==> config.mk <==
export PLATFORM = sky130hd
export DESIGN_NAME = escd_cmd_decoder
export DESIGN_NICKNAME = d
export VERILOG_FILES = /design/src/logic/escd_cmd_decoder.v /design/src/logic/escd_list_walker.v
export VERILOG_INCLUDE_DIRS = /design/src /design/src/logic
export SDC_FILE = /design/constraint.sdc
export NUM_CORES = 1
export LEC_CHECK = 0
export ABC_CLOCK_PERIOD_IN_PS = 33600
export BUFFER_PORTS_ARGS = -buffer_cell sky130_fd_sc_hd__buf_2
export CAP_MARGIN = 20
export CORE_MARGIN = 2
export CORE_UTILIZATION = 40
export CTS_CLUSTER_DIAMETER = 80
export CTS_CLUSTER_SIZE = 40
export DETAILED_ROUTE_END_ITERATION = 10
export GPL_TIMING_DRIVEN = 0
export SLEW_MARGIN = 20
export SYNTH_ARGS = -nofsm -noshare
export SYNTH_HDL_FRONTEND = slang
export SYNTH_SLANG_ARGS = --single-unit
==> constraint.sdc <==
create_clock -name clk -period 33.6 [get_ports clk]
set_input_delay 5.04 -clock clk [delete_from_list [all_inputs] [get_ports clk]]
set_output_delay 5.04 -clock clk [all_outputs]
set_load 0.005 [all_outputs]
==> src/logic/escd_defines.vh <==
// Register map, field positions, command codes and reset values of the
// command decoder. Included by every design file; holds definitions only.
`ifndef ESCD_DEFINES_VH
`define ESCD_DEFINES_VH

// Register byte offsets (word aligned)
`define ESCD_OFF_CMD 8'h00
`define ESCD_OFF_STATUS 8'h04
`define ESCD_OFF_GEN_PTR 8'h08
`define ESCD_OFF_RESET_PORT 8'h0c
`define ESCD_OFF_EEPROM 8'h10
`define ESCD_OFF_FLASH 8'h14
`define ESCD_OFF_PHY_MGMT 8'h18
`define ESCD_OFF_CU_BASE 8'h1c
`define ESCD_OFF_RU_BASE 8'h20
`define ESCD_OFF_DUMP_ADDR 8'h24
`define ESCD_OFF_HDR_SIZE 8'h28
`define ESCD_OFF_MODES 8'h2c
`define ESCD_OFF_STAT_CNT 8'h30
`define ESCD_OFF_LIST_PTR 8'h34
`define ESCD_OFF_EVENTS 8'h38

// Command word fields
`define ESCD_CUC_LSB 8
`define ESCD_RUC_LSB 0

// Command unit codes
`define ESCD_CU_NOP 3'h0
`define ESCD_CU_START 3'h1
`define ESCD_CU_RESUME 3'h2
`define ESCD_CU_RSVD 3'h3
`define ESCD_CU_LOAD_DUMP 3'h4
`define ESCD_CU_DUMP 3'h5
`define ESCD_CU_LOAD_BASE 3'h6
`define ESCD_CU_DUMP_RESET 3'h7

// Receive unit codes
`define ESCD_RU_NOP 3'h0
`define ESCD_RU_START 3'h1
`define ESCD_RU_RESUME 3'h2
`define ESCD_RU_RSVD 3'h3
`define ESCD_RU_ABORT 3'h4
`define ESCD_RU_LOAD_HDR 3'h5
`define ESCD_RU_LOAD_BASE 3'h6
`define ESCD_RU_BD_RESUME 3'h7

// Unit states reported in the status word
`define ESCD_ST_IDLE 2'h0
`define ESCD_ST_SUSP 2'h1
`define ESCD_ST_ACTIVE 2'h2
`define ESCD_ST_NORES 2'h3

// Reset port: the first value resets the whole block, the second only returns the unit states to idle and stops the list walk
`define ESCD_RESET_KEY 32'h0000_0000
`define ESCD_SEL_RESET_KEY 32'h0000_0002

// Transmit and receive descriptor kinds
`define ESCD_TX_SIMPLE 1'b0
`define ESCD_TX_FLEX 1'b1
`define ESCD_RFD_SIMPLE 2'h0
`define ESCD_RFD_FLEX 2'h1
`define ESCD_RFD_HEADER 2'h2

// Reset values and step cycle count
`define ESCD_HDR_SIZE_RST 32'h0000_0000
`define ESCD_STEP_CYCLES 4
`endif

==> src/logic/escd_cmd_decoder.v <==
// Operation
// Decode command unit codes, including load addresses
// Dump counters on 101; dump and clear on 111
// Decode all eight receive unit codes (here only codes 1, 2 and 4 to 7 act; 0 and reserved 3 do nothing)
// Reset port register resets the block
// General pointer supplies addresses for start, base
// Registers give access to eeprom, flash, phy
// Command unit walks linked action command list
// Transmit accepts simplified or flexible layout
// Receive area built from host descriptors
// Simplified, flexible and header frame descriptors
// States change only by commands; status reports (here the walk end and the out-of-descriptor event also change them)
// Accepted nonzero command field clears to zero
// Reserved codes ignored, states unchanged
//
// Command decoder and control/status registers of the controller.
// Assumes a single-cycle register port master on the same clock.
//
// The address map and the strobed register port were decided locally.
`timescale 1ns/1ps
`include "escd_defines.vh"

module escd_cmd_decoder #(
  parameter AW = 32
)(
  // Clock and reset
  input wire clk,
  input wire resetn,
  // Register port
  input wire [7:0] reg_addr,
  input wire [31:0] reg_wdata,
  input wire reg_wr,
  input wire reg_rd,
  output reg [31:0] reg_rdata,
  // Memory link port for the command list walk
  output reg [AW-1:0] list_addr,
  input wire [AW-1:0] list_link,
  input wire list_last,
  // Receive engine events
  input wire rx_frame_done,
  input wire rx_out_of_desc,
  // Serial access pins of eeprom, flash and phy management
  output reg eeprom_out,
  output reg flash_out,
  output reg phy_mgmt_out,
  // Statistics dump request to the DMA engine
  output reg dump_req,
  output reg dump_clear
);

  localparam CU_IDLE = 2'h0;
  localparam CU_SUSP = 2'h1;
  localparam CU_ACTIVE = 2'h2;

  reg [2:0] cu_cmd;
  reg [2:0] ru_cmd;
  reg [1:0] cu_state;
  reg [1:0] ru_state;
  reg [31:0] gen_ptr;
  reg [31:0] cu_base;
  reg [31:0] ru_base;
  reg [31:0] dump_addr;
  reg [31:0] hdr_size;
  reg [31:0] eeprom_reg;
  reg [31:0] flash_reg;
  reg [31:0] phy_mgmt_reg;
  reg tx_flex;
  reg [1:0] rfd_kind;
  reg [15:0] stat_cnt;
  reg soft_reset;
  reg sel_reset;
  reg ru_rbd_ok;
  reg [1:0] rx_frame_sync;
  reg [1:0] rx_norsc_sync;
  reg rx_frame_seen;
  reg [7:0] event_cnt;
  reg walk_start;
  reg walk_stop;
  reg [31:0] next_rdata;

  wire walk_busy;
  wire walk_done;
  wire [AW-1:0] walk_ptr;
  wire block_resetn;
  wire wr_cmd;
  wire frame_pulse;

  function [31:0] base_plus;
    input [31:0] base;
    input [31:0] ptr;
    begin
      base_plus = base + ptr;
    end
  endfunction

  // The reset port acts one cycle after its write, on the whole block
  assign block_resetn = resetn & ~soft_reset;
  assign wr_cmd = reg_wr && (reg_addr == `ESCD_OFF_CMD);
  assign frame_pulse = rx_frame_sync[1] & ~rx_frame_seen;

  escd_list_walker #(
    .AW(AW)
  ) u_walker (
    .clk(clk),
    .resetn(block_resetn),
    .start(walk_start),
    .stop(walk_stop),
    .head(base_plus(cu_base, gen_ptr)),
    .fetch_addr(),
    .fetch_link(list_link),
    .fetch_last(list_last),
    .busy(walk_busy),
    .cur_ptr(walk_ptr),
    .done(walk_done)
  );

  always @(posedge clk or negedge resetn)
  begin
    if (!resetn)
      soft_reset <= 1'b0;
    else
      soft_reset <= reg_wr && (reg_addr == `ESCD_OFF_RESET_PORT) &&
        (reg_wdata == `ESCD_RESET_KEY);
  end

  // Receive events come from another clock domain
  always @(posedge clk or negedge block_resetn)
  begin
    if (!block_resetn)
    begin
      rx_frame_sync <= 2'h0;
      rx_norsc_sync <= 2'h0;
      rx_frame_seen <= 1'b0;
    end
    else
    begin
      rx_frame_sync <= {rx_frame_sync[0], rx_frame_done};
      rx_norsc_sync <= {rx_norsc_sync[0], rx_out_of_desc};
      rx_frame_seen <= rx_frame_sync[1];
    end
  end

  always @(posedge clk or negedge block_resetn)
  begin
    if (!block_resetn)
    begin
      cu_cmd <= 3'h0;
      ru_cmd <= 3'h0;
      cu_state <= CU_IDLE;
      ru_state <= `ESCD_ST_IDLE;
      gen_ptr <= 32'h0000_0000;
      cu_base <= 32'h0000_0000;
      ru_base <= 32'h0000_0000;
      dump_addr <= 32'h0000_0000;
      hdr_size <= `ESCD_HDR_SIZE_RST;
      eeprom_reg <= 32'h0000_0000;
      flash_reg <= 32'h0000_0000;
      phy_mgmt_reg <= 32'h0000_0000;
      tx_flex <= `ESCD_TX_SIMPLE;
      rfd_kind <= `ESCD_RFD_SIMPLE;
      stat_cnt <= 16'h0000;
      sel_reset <= 1'b0;
      ru_rbd_ok <= 1'b1;
      event_cnt <= 8'h00;
      walk_start <= 1'b0;
      walk_stop <= 1'b0;
      dump_req <= 1'b0;
      dump_clear <= 1'b0;
    end
    else
    begin
      walk_start <= 1'b0;
      walk_stop <= 1'b0;
      dump_req <= 1'b0;
      dump_clear <= 1'b0;
      sel_reset <= reg_wr && (reg_addr == `ESCD_OFF_RESET_PORT) &&
        (reg_wdata == `ESCD_SEL_RESET_KEY);
      if (sel_reset)
      begin
        cu_state <= CU_IDLE;
        ru_state <= `ESCD_ST_IDLE;
        walk_stop <= 1'b1;
      end
      if (reg_wr)
      begin
        case (reg_addr)
          `ESCD_OFF_CMD:
          begin
            cu_cmd <= reg_wdata[`ESCD_CUC_LSB+2:`ESCD_CUC_LSB];
            ru_cmd <= reg_wdata[`ESCD_RUC_LSB+2:`ESCD_RUC_LSB];
          end
          `ESCD_OFF_GEN_PTR: gen_ptr <= reg_wdata;
          `ESCD_OFF_EEPROM: eeprom_reg <= reg_wdata;
          `ESCD_OFF_FLASH: flash_reg <= reg_wdata;
          `ESCD_OFF_PHY_MGMT: phy_mgmt_reg <= reg_wdata;
          `ESCD_OFF_MODES:
          begin
            tx_flex <= reg_wdata[0];
            rfd_kind <= reg_wdata[5:4];
          end
          default: ;
        endcase
      end
      // Command unit: decode then clear the field to signal acceptance
      if (!wr_cmd && cu_cmd != `ESCD_CU_NOP)
      begin
        cu_cmd <= 3'h0;
        case (cu_cmd)
          `ESCD_CU_START:
          begin
            cu_state <= CU_ACTIVE;
            walk_start <= 1'b1;
          end
          `ESCD_CU_RESUME:
            if (cu_state == CU_SUSP)
              cu_state <= CU_ACTIVE;
          `ESCD_CU_LOAD_DUMP: dump_addr <= gen_ptr;
          `ESCD_CU_LOAD_BASE: cu_base <= gen_ptr;
          `ESCD_CU_DUMP: dump_req <= 1'b1;
          `ESCD_CU_DUMP_RESET:
          begin
            dump_req <= 1'b1;
            dump_clear <= 1'b1;
          end
          default: ;
        endcase
      end
      else if (walk_done)
        cu_state <= CU_IDLE;
      // Receive unit
      if (!wr_cmd && ru_cmd != `ESCD_RU_NOP)
      begin
        ru_cmd <= 3'h0;
        case (ru_cmd)
          `ESCD_RU_START:
          begin
            ru_state <= `ESCD_ST_ACTIVE;
            ru_rbd_ok <= 1'b1;
          end
          `ESCD_RU_RESUME:
            if (ru_state == `ESCD_ST_SUSP)
              ru_state <= `ESCD_ST_ACTIVE;
          `ESCD_RU_ABORT: ru_state <= `ESCD_ST_IDLE;
          `ESCD_RU_LOAD_HDR: hdr_size <= gen_ptr;
          `ESCD_RU_LOAD_BASE: ru_base <= gen_ptr;
          `ESCD_RU_BD_RESUME:
          begin
            ru_rbd_ok <= 1'b1;
            if (ru_state == `ESCD_ST_NORES)
              ru_state <= `ESCD_ST_ACTIVE;
          end
          default: ;
        endcase
      end
      else if (rx_norsc_sync[1] && ru_state == `ESCD_ST_ACTIVE)
      begin
        ru_state <= `ESCD_ST_NORES;
        ru_rbd_ok <= 1'b0;
      end
      // Counters clear after their dump is issued
      if (dump_clear)
        stat_cnt <= 16'h0000;
      else if (frame_pulse && ru_state == `ESCD_ST_ACTIVE)
        stat_cnt <= stat_cnt + 16'h0001;
      if (frame_pulse || walk_done)
        event_cnt <= event_cnt + 8'h01;
    end
  end

  always @*
  begin
    case (reg_addr)
      `ESCD_OFF_CMD:
        next_rdata = {21'h0, cu_cmd, 5'h0, ru_cmd};
      `ESCD_OFF_STATUS:
        next_rdata = {23'h0, ru_rbd_ok, 2'h0, cu_state, 2'h0, ru_state};
      `ESCD_OFF_GEN_PTR: next_rdata = gen_ptr;
      `ESCD_OFF_EEPROM: next_rdata = eeprom_reg;
      `ESCD_OFF_FLASH: next_rdata = flash_reg;
      `ESCD_OFF_PHY_MGMT: next_rdata = phy_mgmt_reg;
      `ESCD_OFF_CU_BASE: next_rdata = cu_base;
      `ESCD_OFF_RU_BASE: next_rdata = ru_base;
      `ESCD_OFF_DUMP_ADDR: next_rdata = dump_addr;
      `ESCD_OFF_HDR_SIZE: next_rdata = hdr_size;
      `ESCD_OFF_MODES: next_rdata = {26'h0, rfd_kind, 3'h0, tx_flex};
      `ESCD_OFF_STAT_CNT: next_rdata = {16'h0, stat_cnt};
      `ESCD_OFF_LIST_PTR: next_rdata = walk_ptr[31:0];
      `ESCD_OFF_EVENTS: next_rdata = {24'h0, event_cnt};
      default: next_rdata = 32'h0000_0000;
    endcase
  end

  always @(posedge clk or negedge block_resetn)
  begin
    if (!block_resetn)
    begin
      reg_rdata <= 32'h0000_0000;
      list_addr <= {AW{1'b0}};
      eeprom_out <= 1'b0;
      flash_out <= 1'b0;
      phy_mgmt_out <= 1'b0;
    end
    else
    begin
      reg_rdata <= reg_rd ? next_rdata : 32'h0000_0000;
      // Mirrors the walker's current pointer, so the memory answers for the
      // block being stepped in the same cycle rather than one block late
      if (walk_stop)
        list_addr <= {AW{1'b0}};
      else if (walk_start)
        list_addr <= base_plus(cu_base, gen_ptr);
      else if (walk_busy)
        list_addr <= list_last ? {AW{1'b0}} : list_link;
      eeprom_out <= eeprom_reg[0];
      flash_out <= flash_reg[0];
      phy_mgmt_out <= phy_mgmt_reg[0];
    end
  end

endmodule

==> src/logic/escd_list_walker.v <==
// List walker: steps along a linked list of host memory blocks,
// one link per step. Assumes the memory port answers in the same cycle.
`timescale 1ns/1ps
`include "escd_defines.vh"

module escd_list_walker #(
  parameter AW = 32
)(
  // Clock and reset
  input wire clk,
  input wire resetn,
  // Control
  input wire start,
  input wire stop,
  input wire [AW-1:0] head,
  // Link fetch port
  output wire [AW-1:0] fetch_addr,
  input wire [AW-1:0] fetch_link,
  input wire fetch_last,
  // State
  output reg busy,
  output reg [AW-1:0] cur_ptr,
  output reg done
);

  assign fetch_addr = cur_ptr;

  always @(posedge clk or negedge resetn)
  begin
    if (!resetn)
    begin
      busy <= 1'b0;
      cur_ptr <= {AW{1'b0}};
      done <= 1'b0;
    end
    else
    begin
      done <= 1'b0;
      if (stop)
        busy <= 1'b0;
      else if (start)
      begin
        busy <= 1'b1;
        cur_ptr <= head;
      end
      else if (busy)
      begin
        // Each block names the next; the last one ends the walk
        if (fetch_last)
        begin
          busy <= 1'b0;
          done <= 1'b1;
        end
        else
          cur_ptr <= fetch_link;
      end
    end
  end

endmodule

==> metrics, run 1 <==
die height 222.4 µm; internal power 0.0006934 W; Layout area overhead 14.86%; clock power share 0.367; crit-path max cell delay 920 ps; largest net degree at the start of global routing 30; All-Layer GR Usage 0.2586; Clock Skew 31.53 ps; Root Driver clkbuf_16; maxcap violations 0; Avg Inst Size Synth 11.81 µm²; CP Launch Type primary input; Hold-fix buffers, CTS 0; type of the tightest min-delay check reg2reg; sequential share of power 0.558; Post-Place Setup Slack 25220 ps; number of synthesized register bits 406; Max Fclk 124.5 MHz; leak pwr 10.51 nW; CP arrival 8490 ps; CTS tree built; CORE AREA 47450 µm²; minimum clock period 8031 ps; Max transition margin 0.2052; commonest register cell after synthesis dfrtp_1; fin nets 1916; Mapped Cells 1615; Max VDD drop 0.03234 mV; worst-margin pin slew 1192 ps; cell breakdown of the critical path buf_2, clkbuf_1, nand3b_1, nor2_1, clkbuf_1, a22oi_1, and3_1, a21oi_1; I/O Buffers 143; result of the run finished clean; CP Capture Type flip-flop; die width 222.4 µm; switching power of the nets 0.0002561 W; Total Wirelength 64.70 mm; final hold vios 0; Clock transition at path regs 100 ps; distinct cell type count after synthesis 75; CP max FO 10; Finished Layout Cells 2438; clk_lat worst skew 600 ps; vias 14776; IO Pins 148; Synthesized Nets 1728; PnR worst setup slack 25570 ps; TritonCTS Buffers 24; Gate power share 0.075; pins over their slew limit 0; Crit-path slowest cell clkbuf_1; Crit path buffers/inverters 3; DP Area 21010 µm²; switching share of total power 0.2697; DR vias/cell 6.061; initial antenna violation count 5; async set or reset register ratio after synthesis 1.000; PD cells 43.34 nW/µm²; setup violators final 0; unrepaired setup endpoints after global routing no; Starting Density 0.4020; design area 21910 µm²; number of synthesized flops with an enable pin 0; CTS H-tree depth 1; DP Cell Count 2392; post-CTS sizing 0; HPWL after detailed placement 48.61 mm; Final Power 0.0009495 W; Placer Congestion 0.9446; CP dominant cell by count clkbuf_1; CP required 34060 ps; GRT overflow 0; Crit Path Category in2reg; vias in the first global route 14599; first-pass GRT wire length 95.69 mm; Sink Count 406; row count 80; DRC viols 0; DRT iter0 DRCs 1647; Wirelength per Cell 26.54 µm; sequential cell area fraction in the yosys report 0.5327; die area 49450 µm²; drt pass-1 iters 5; post-CTS setup buffers 0; Tcrit/Tclk final 0.2390; CTS Buffer Depth 3; Top delay family on crit path buffers and inverters; share of cells above drive strength 1 0.2784; ANT nets after route 0; Ys Warns 0; Post-Syn Area 19070 µm²
-- synthesized netlist by cell type (all sizes together), types with 19 or more instances --
| cell type | number | area [µm²] |
|---|---|---|
| dfrtp | 405 | 10130 |
| mux2 | 258 | 2905 |
| nand2 | 103 | 386.6 |
| a21oi | 85 | 429.2 |
| nor2 | 75 | 281.5 |
| clkbuf | 69 | 260.2 |
| o21ai | 53 | 269.0 |
| a22o | 49 | 429.2 |
| a22oi | 43 | 322.8 |
| buf | 35 | 170.2 |
| a21o | 34 | 255.2 |
| a31oi | 34 | 219.0 |
| ha | 33 | 412.9 |
| and3 | 32 | 200.2 |
| a222oi | 29 | 290.3 |
| nand3 | 28 | 140.1 |
| xnor2 | 27 | 236.5 |
| a221oi | 25 | 225.2 |
| xor2 | 20 | 175.2 |
| nand4 | 19 | 118.9 |
-- cells by family after synthesis --
| logic type | count (synthesis) | synth area share |
|---|---|---|
| AO/OA/AOI/OAI | 413 | 0.1549 |
| XOR/XNOR | 47 | 0.02158 |
| adder cells (fa/ha/maj) | 34 | 0.02270 |
| buffers and inverters | 119 | 0.02552 |
| flip-flops | 406 | 0.5327 |
| multiplexers | 267 | 0.1577 |
| AND/OR/NAND/NOR | 329 | 0.08495 |
-- layer usage --
layer	up-vias	GRT usage	part of all wire
met5	-	0	0.00039
met4	4	0.09786	0.041
met3	140	0.04734	0.084
met2	704	0.4094	0.45
met1	7504	0.3545	0.42
li1	6424	-	-
-- placed cells by master (no fill, tap or decap), types with 20 or more instances in the layout --
master,synthesis,routed
xnor2_1,27,27
a222oi_1,29,29
ha_1,33,33
clkbuf_1,68,69
dfrtp_1,405,405
o21ai_0,42,42
xor2_1,20,20
nand2_1,103,103
a22o_1,49,49
mux2_2,256,256
clkbuf_16,0,25
a21oi_1,84,84
and3_1,32,32
buf_2,25,168
a21o_1,34,34
a22oi_1,43,43
nor2_1,75,74
a221oi_1,24,24
a31oi_1,33,33
nand3_1,28,28
-- layout make-up --
cell class,count,area [µm²]
plain buffers,104,430.4
inverters,15,56.30
flip-flops and latches,406,10160
repair buffers,162,1151
fillers,4406,25540
diodes,2,5.005
clock inverters,18,255.2
multi-input cells,1090,8452
clock buffers,26,629.4
well taps,615,769.5
-- path summary, 6_finish.rpt --
check	start	end	slack [ps]	depth (start not counted)
max	reg_addr[3]	reg_rdata[18]	25570	8
min	rx_frame_sync[0]	rx_frame_sync[1]	350	0
max reg2reg	gen_ptr[0]	list_addr[28]	30180	10
min reg2reg	rx_frame_sync[0]	rx_frame_sync[1]	350	0
max in group asynchronous	resetn	list_addr[29]	27700	6
min in group asynchronous	soft_reset	flash_out	480	1
-- power groups by stage --
stage	Clock, W	Sequential [W]	Combinational [W]
2_1_floorplan	0	0.000530	0.0000402
3_3_place_gp	0	0.000538	0.0000629
3_5_place_dp	0	0.000539	0.0000712
4_1_cts	0.000354	0.000529	0.0000715
5_1_grt	0.000372	0.000532	0.0000787
6_report	0.000348	0.000530	0.0000712
-- per-stage QoR --
| step | hold slack (ps) | TNS [ps] | util |
|---|---|---|---|
| finish | 355.0 | 0 | 0.4618 |
| global route | 363.5 | 0 | 0.4617 |
| CTS | 358.3 | 0 | 0.4616 |
| detailed placement | 337.0 | 0 | 0.4429 |
| global placement | 332.5 | -2811280 | 0.4333 |
| floorplan | 331.2 | 0 | - |
Power figures use the tool's default switching activity.
==> run 2: changes to the inputs <==
- ABC_AREA: unset -> 1
- ABC_CLOCK_PERIOD_IN_PS: 33600 -> 8100
- clock period: 33.6 -> 8.1 ns (I/O delays scaled with it)
==> metrics, run 2 <==
Yosys top cell area share 0.5132 (-0.01811); Clock Skew 36.65 ps (+5.126 ps); unrepaired setup endpoints after global routing no; top post-synthesis cells by count 919 x nand2_1, 405 x dfrtp_1, 299 x o21ai_0; Total Wirelength 65.20 mm (+0.77%); largest net degree at the start of global routing 38 (+27%); most frequent cells in the layout 919 x nand2_1, 405 x dfrtp_1, 299 x o21ai_0; Max transition margin 0.3046 (+0.09935); Top delay family on crit path simple AND/OR/NAND/NOR gates; PD cells 172.8 nW/µm² (+300%); Root Driver clkbuf_16; DP Area 21670 µm² (+3.1%); sequential cell area fraction in the yosys report 0.5145 (-0.01816); CP required 8530 ps (-25530 ps); Final Power 0.003909 W (+310%); I/O Buffers 146 (+2.1%); fin nets 2821 (+47%); die height 226.2 µm (+1.7%); Post-Place Setup Slack 4764 ps (-20460 ps); CP arrival 3180 ps (-5310 ps); Post-Syn Area 19750 µm² (+3.5%); DRT iter0 DRCs 1724 (+4.7%); TritonCTS Buffers 24 (unchanged); ANT nets after route 0 (unchanged); commonest register cell after synthesis dfrtp_1; pins over their slew limit 0 (unchanged); IO Pins 148 (unchanged); minimum clock period 2757 ps; Starting Density 0.4043 (+0.002226); clk_lat worst skew 610 ps (about the same); Tcrit/Tclk final 0.3404; number of synthesized flops with an enable pin 0 (unchanged); Sink Count 406 (unchanged); CP Capture Type flip-flop; post-CTS sizing 0 (unchanged); Crit path buffers/inverters 3 (unchanged); CP Launch Type primary input; final hold vios 0 (unchanged); crit-path max cell delay 470 ps (-450 ps); Hold-fix buffers, CTS 0 (unchanged); Max VDD drop 0.1365 mV (+320%); HPWL after detailed placement 51.44 mm (+5.8%); Avg Inst Size Synth 7.836 µm² (-34%); cell breakdown of the critical path buf_2, nor2_4, nand3_2, nor2_1, inv_2, buf_2, o21ai_0, nor2_1, a31oi_1; switching power of the nets 0.001099 W (+330%); vias 17563 (+19%); Gate power share 0.063 (-0.012); biggest area consumer among synthesized cells dfrtp_1; share of cells above drive strength 1 0.1090 (-0.1695); result of the run finished clean; design area 22620 µm² (+3.3%); clock power share 0.391 (+0.024); DRC viols 0 (unchanged); internal power 0.002810 W (+310%); top-count cell post-synth nand2_1; PnR worst setup slack 5343 ps (-20230 ps); commonest non-fill, non-tap cell in the layout nand2_1; async set or reset register ratio after synthesis 1.000 (unchanged); Ys Warns 0 (unchanged); post-CTS setup buffers 0 (unchanged); All-Layer GR Usage 0.2586 (about the same); n_diodes 0 (-2); Crit-path slowest cell a31oi_1; Layout area overhead 14.56%; Clock transition at path regs 100 ps (about the same); die area 51160 µm² (+3.5%); CTS tree built; leak pwr 11.32 nW (+7.7%); first-pass GRT wire length 100.5 mm (+5.1%); sequential share of power 0.546 (-0.012); Crit Path Category in2reg; CTS Buffer Depth 3 (unchanged); die width 226.2 µm (+1.7%); row count 81 (+1.3%); setup violators final 0 (unchanged); Mapped Cells 2520 (+56%); number of synthesized register bits 406 (unchanged); CTS H-tree depth 1 (unchanged); Synth area leaders dfrtp_1 51%, nand2_1 17%, o21ai_0 7.6%; switching share of total power 0.2812 (+0.01144); Wirelength per Cell 19.23 µm (-28%); CP max FO 10 (unchanged); maxcap violations 0 (unchanged); Synthesized Nets 2633 (+52%); initial antenna violation count 1 (-4); fin util 0.4631 (+0.001329); worst-margin pin slew 1043 ps (-149.0 ps); drt pass-1 iters 7 (+2); vias in the first global route 16865 (+16%); Placer Congestion 0.9173 (-2.9%); type of the tightest min-delay check reg2reg; CORE AREA 48850 µm² (+3.0%); distinct cell type count after synthesis 52 (-31%); DR vias/cell 5.181 (-15%); Max Fclk 362.7 MHz; GRT overflow 0 (unchanged)
## run 2: power groups by stage
stage,clock network [W],logic [W],registers [W]
final,0.00153,0.000246,0.00213
after global routing,0.00163,0.000280,0.00214
after CTS,0.00155,0.000249,0.00213
after detailed placement,0,0.000248,0.00217
after global placement,0,0.000219,0.00217
after floorplan,0,0.000144,0.00215
## run 2: worst paths after layout
kind / startpoint / endpoint / slack, ps / cells past startpoint
hold / removal: rx_norsc_sync[0] / rx_norsc_sync[1] / 360 / 0
setup reg to reg: gen_ptr[0] / u_walker.cur_ptr[12] / 5560 / 10
max in group asynchronous: resetn / list_addr[28] / 5890 / 7
hold reg to reg: rx_norsc_sync[0] / rx_norsc_sync[1] / 360 / 0
min in group asynchronous: resetn / soft_reset / 410 / 1
setup / recovery: reg_addr[1] / reg_rdata[0] / 5340 / 9
## run 2: metal layers
| metal | global-route usage | wire length [µm] |
|---|---|---|
| met4 | 0.05518 | 1301 |
| met5 | 0 | 13 |
| met3 | 0.03864 | 4669 |
| met2 | 0.4017 | 28830 |
| met1 | 0.3825 | 30380 |
## run 2: kinds of logic (layout without fill, tap and decap cells)
group | count (synthesis) | count (layout) | share of synthesized area
and+or+nand+nor | 1217 | 1217 | 0.2515
AOI/OAI and AO/OA | 471 | 471 | 0.1313
DFF | 406 | 406 | 0.5145
buffers and inverters | 381 | 587 | 0.07584
adders and majority gates | 34 | 34 | 0.02192
xor gates and xnor gates | 11 | 11 | 0.004879
## run 2: final cells by class
cell class                 count  area [µm²]
buffer                        97       431.7
clock buffer                  25       614.3
clock inverter                19       336.6
fill                        4912       26230
inverter                     284        1079
multi-input combinational   1733        8097
sequential                   406       10160
tap                          664       830.8
timing repair buffer         162        1074
## run 2: per-stage QoR
stage | cells | setup TNS (ps) | hold WS, ps
global placement | 3330 | -1820020 | 336.8
finish | 3390 | 0 | 361.0
detailed placement | 3346 | 0 | 336.3
CTS | 3390 | 0 | 360.8
floorplan | 2520 | -523660 | 331.2
global route | 3390 | 0 | 369.2
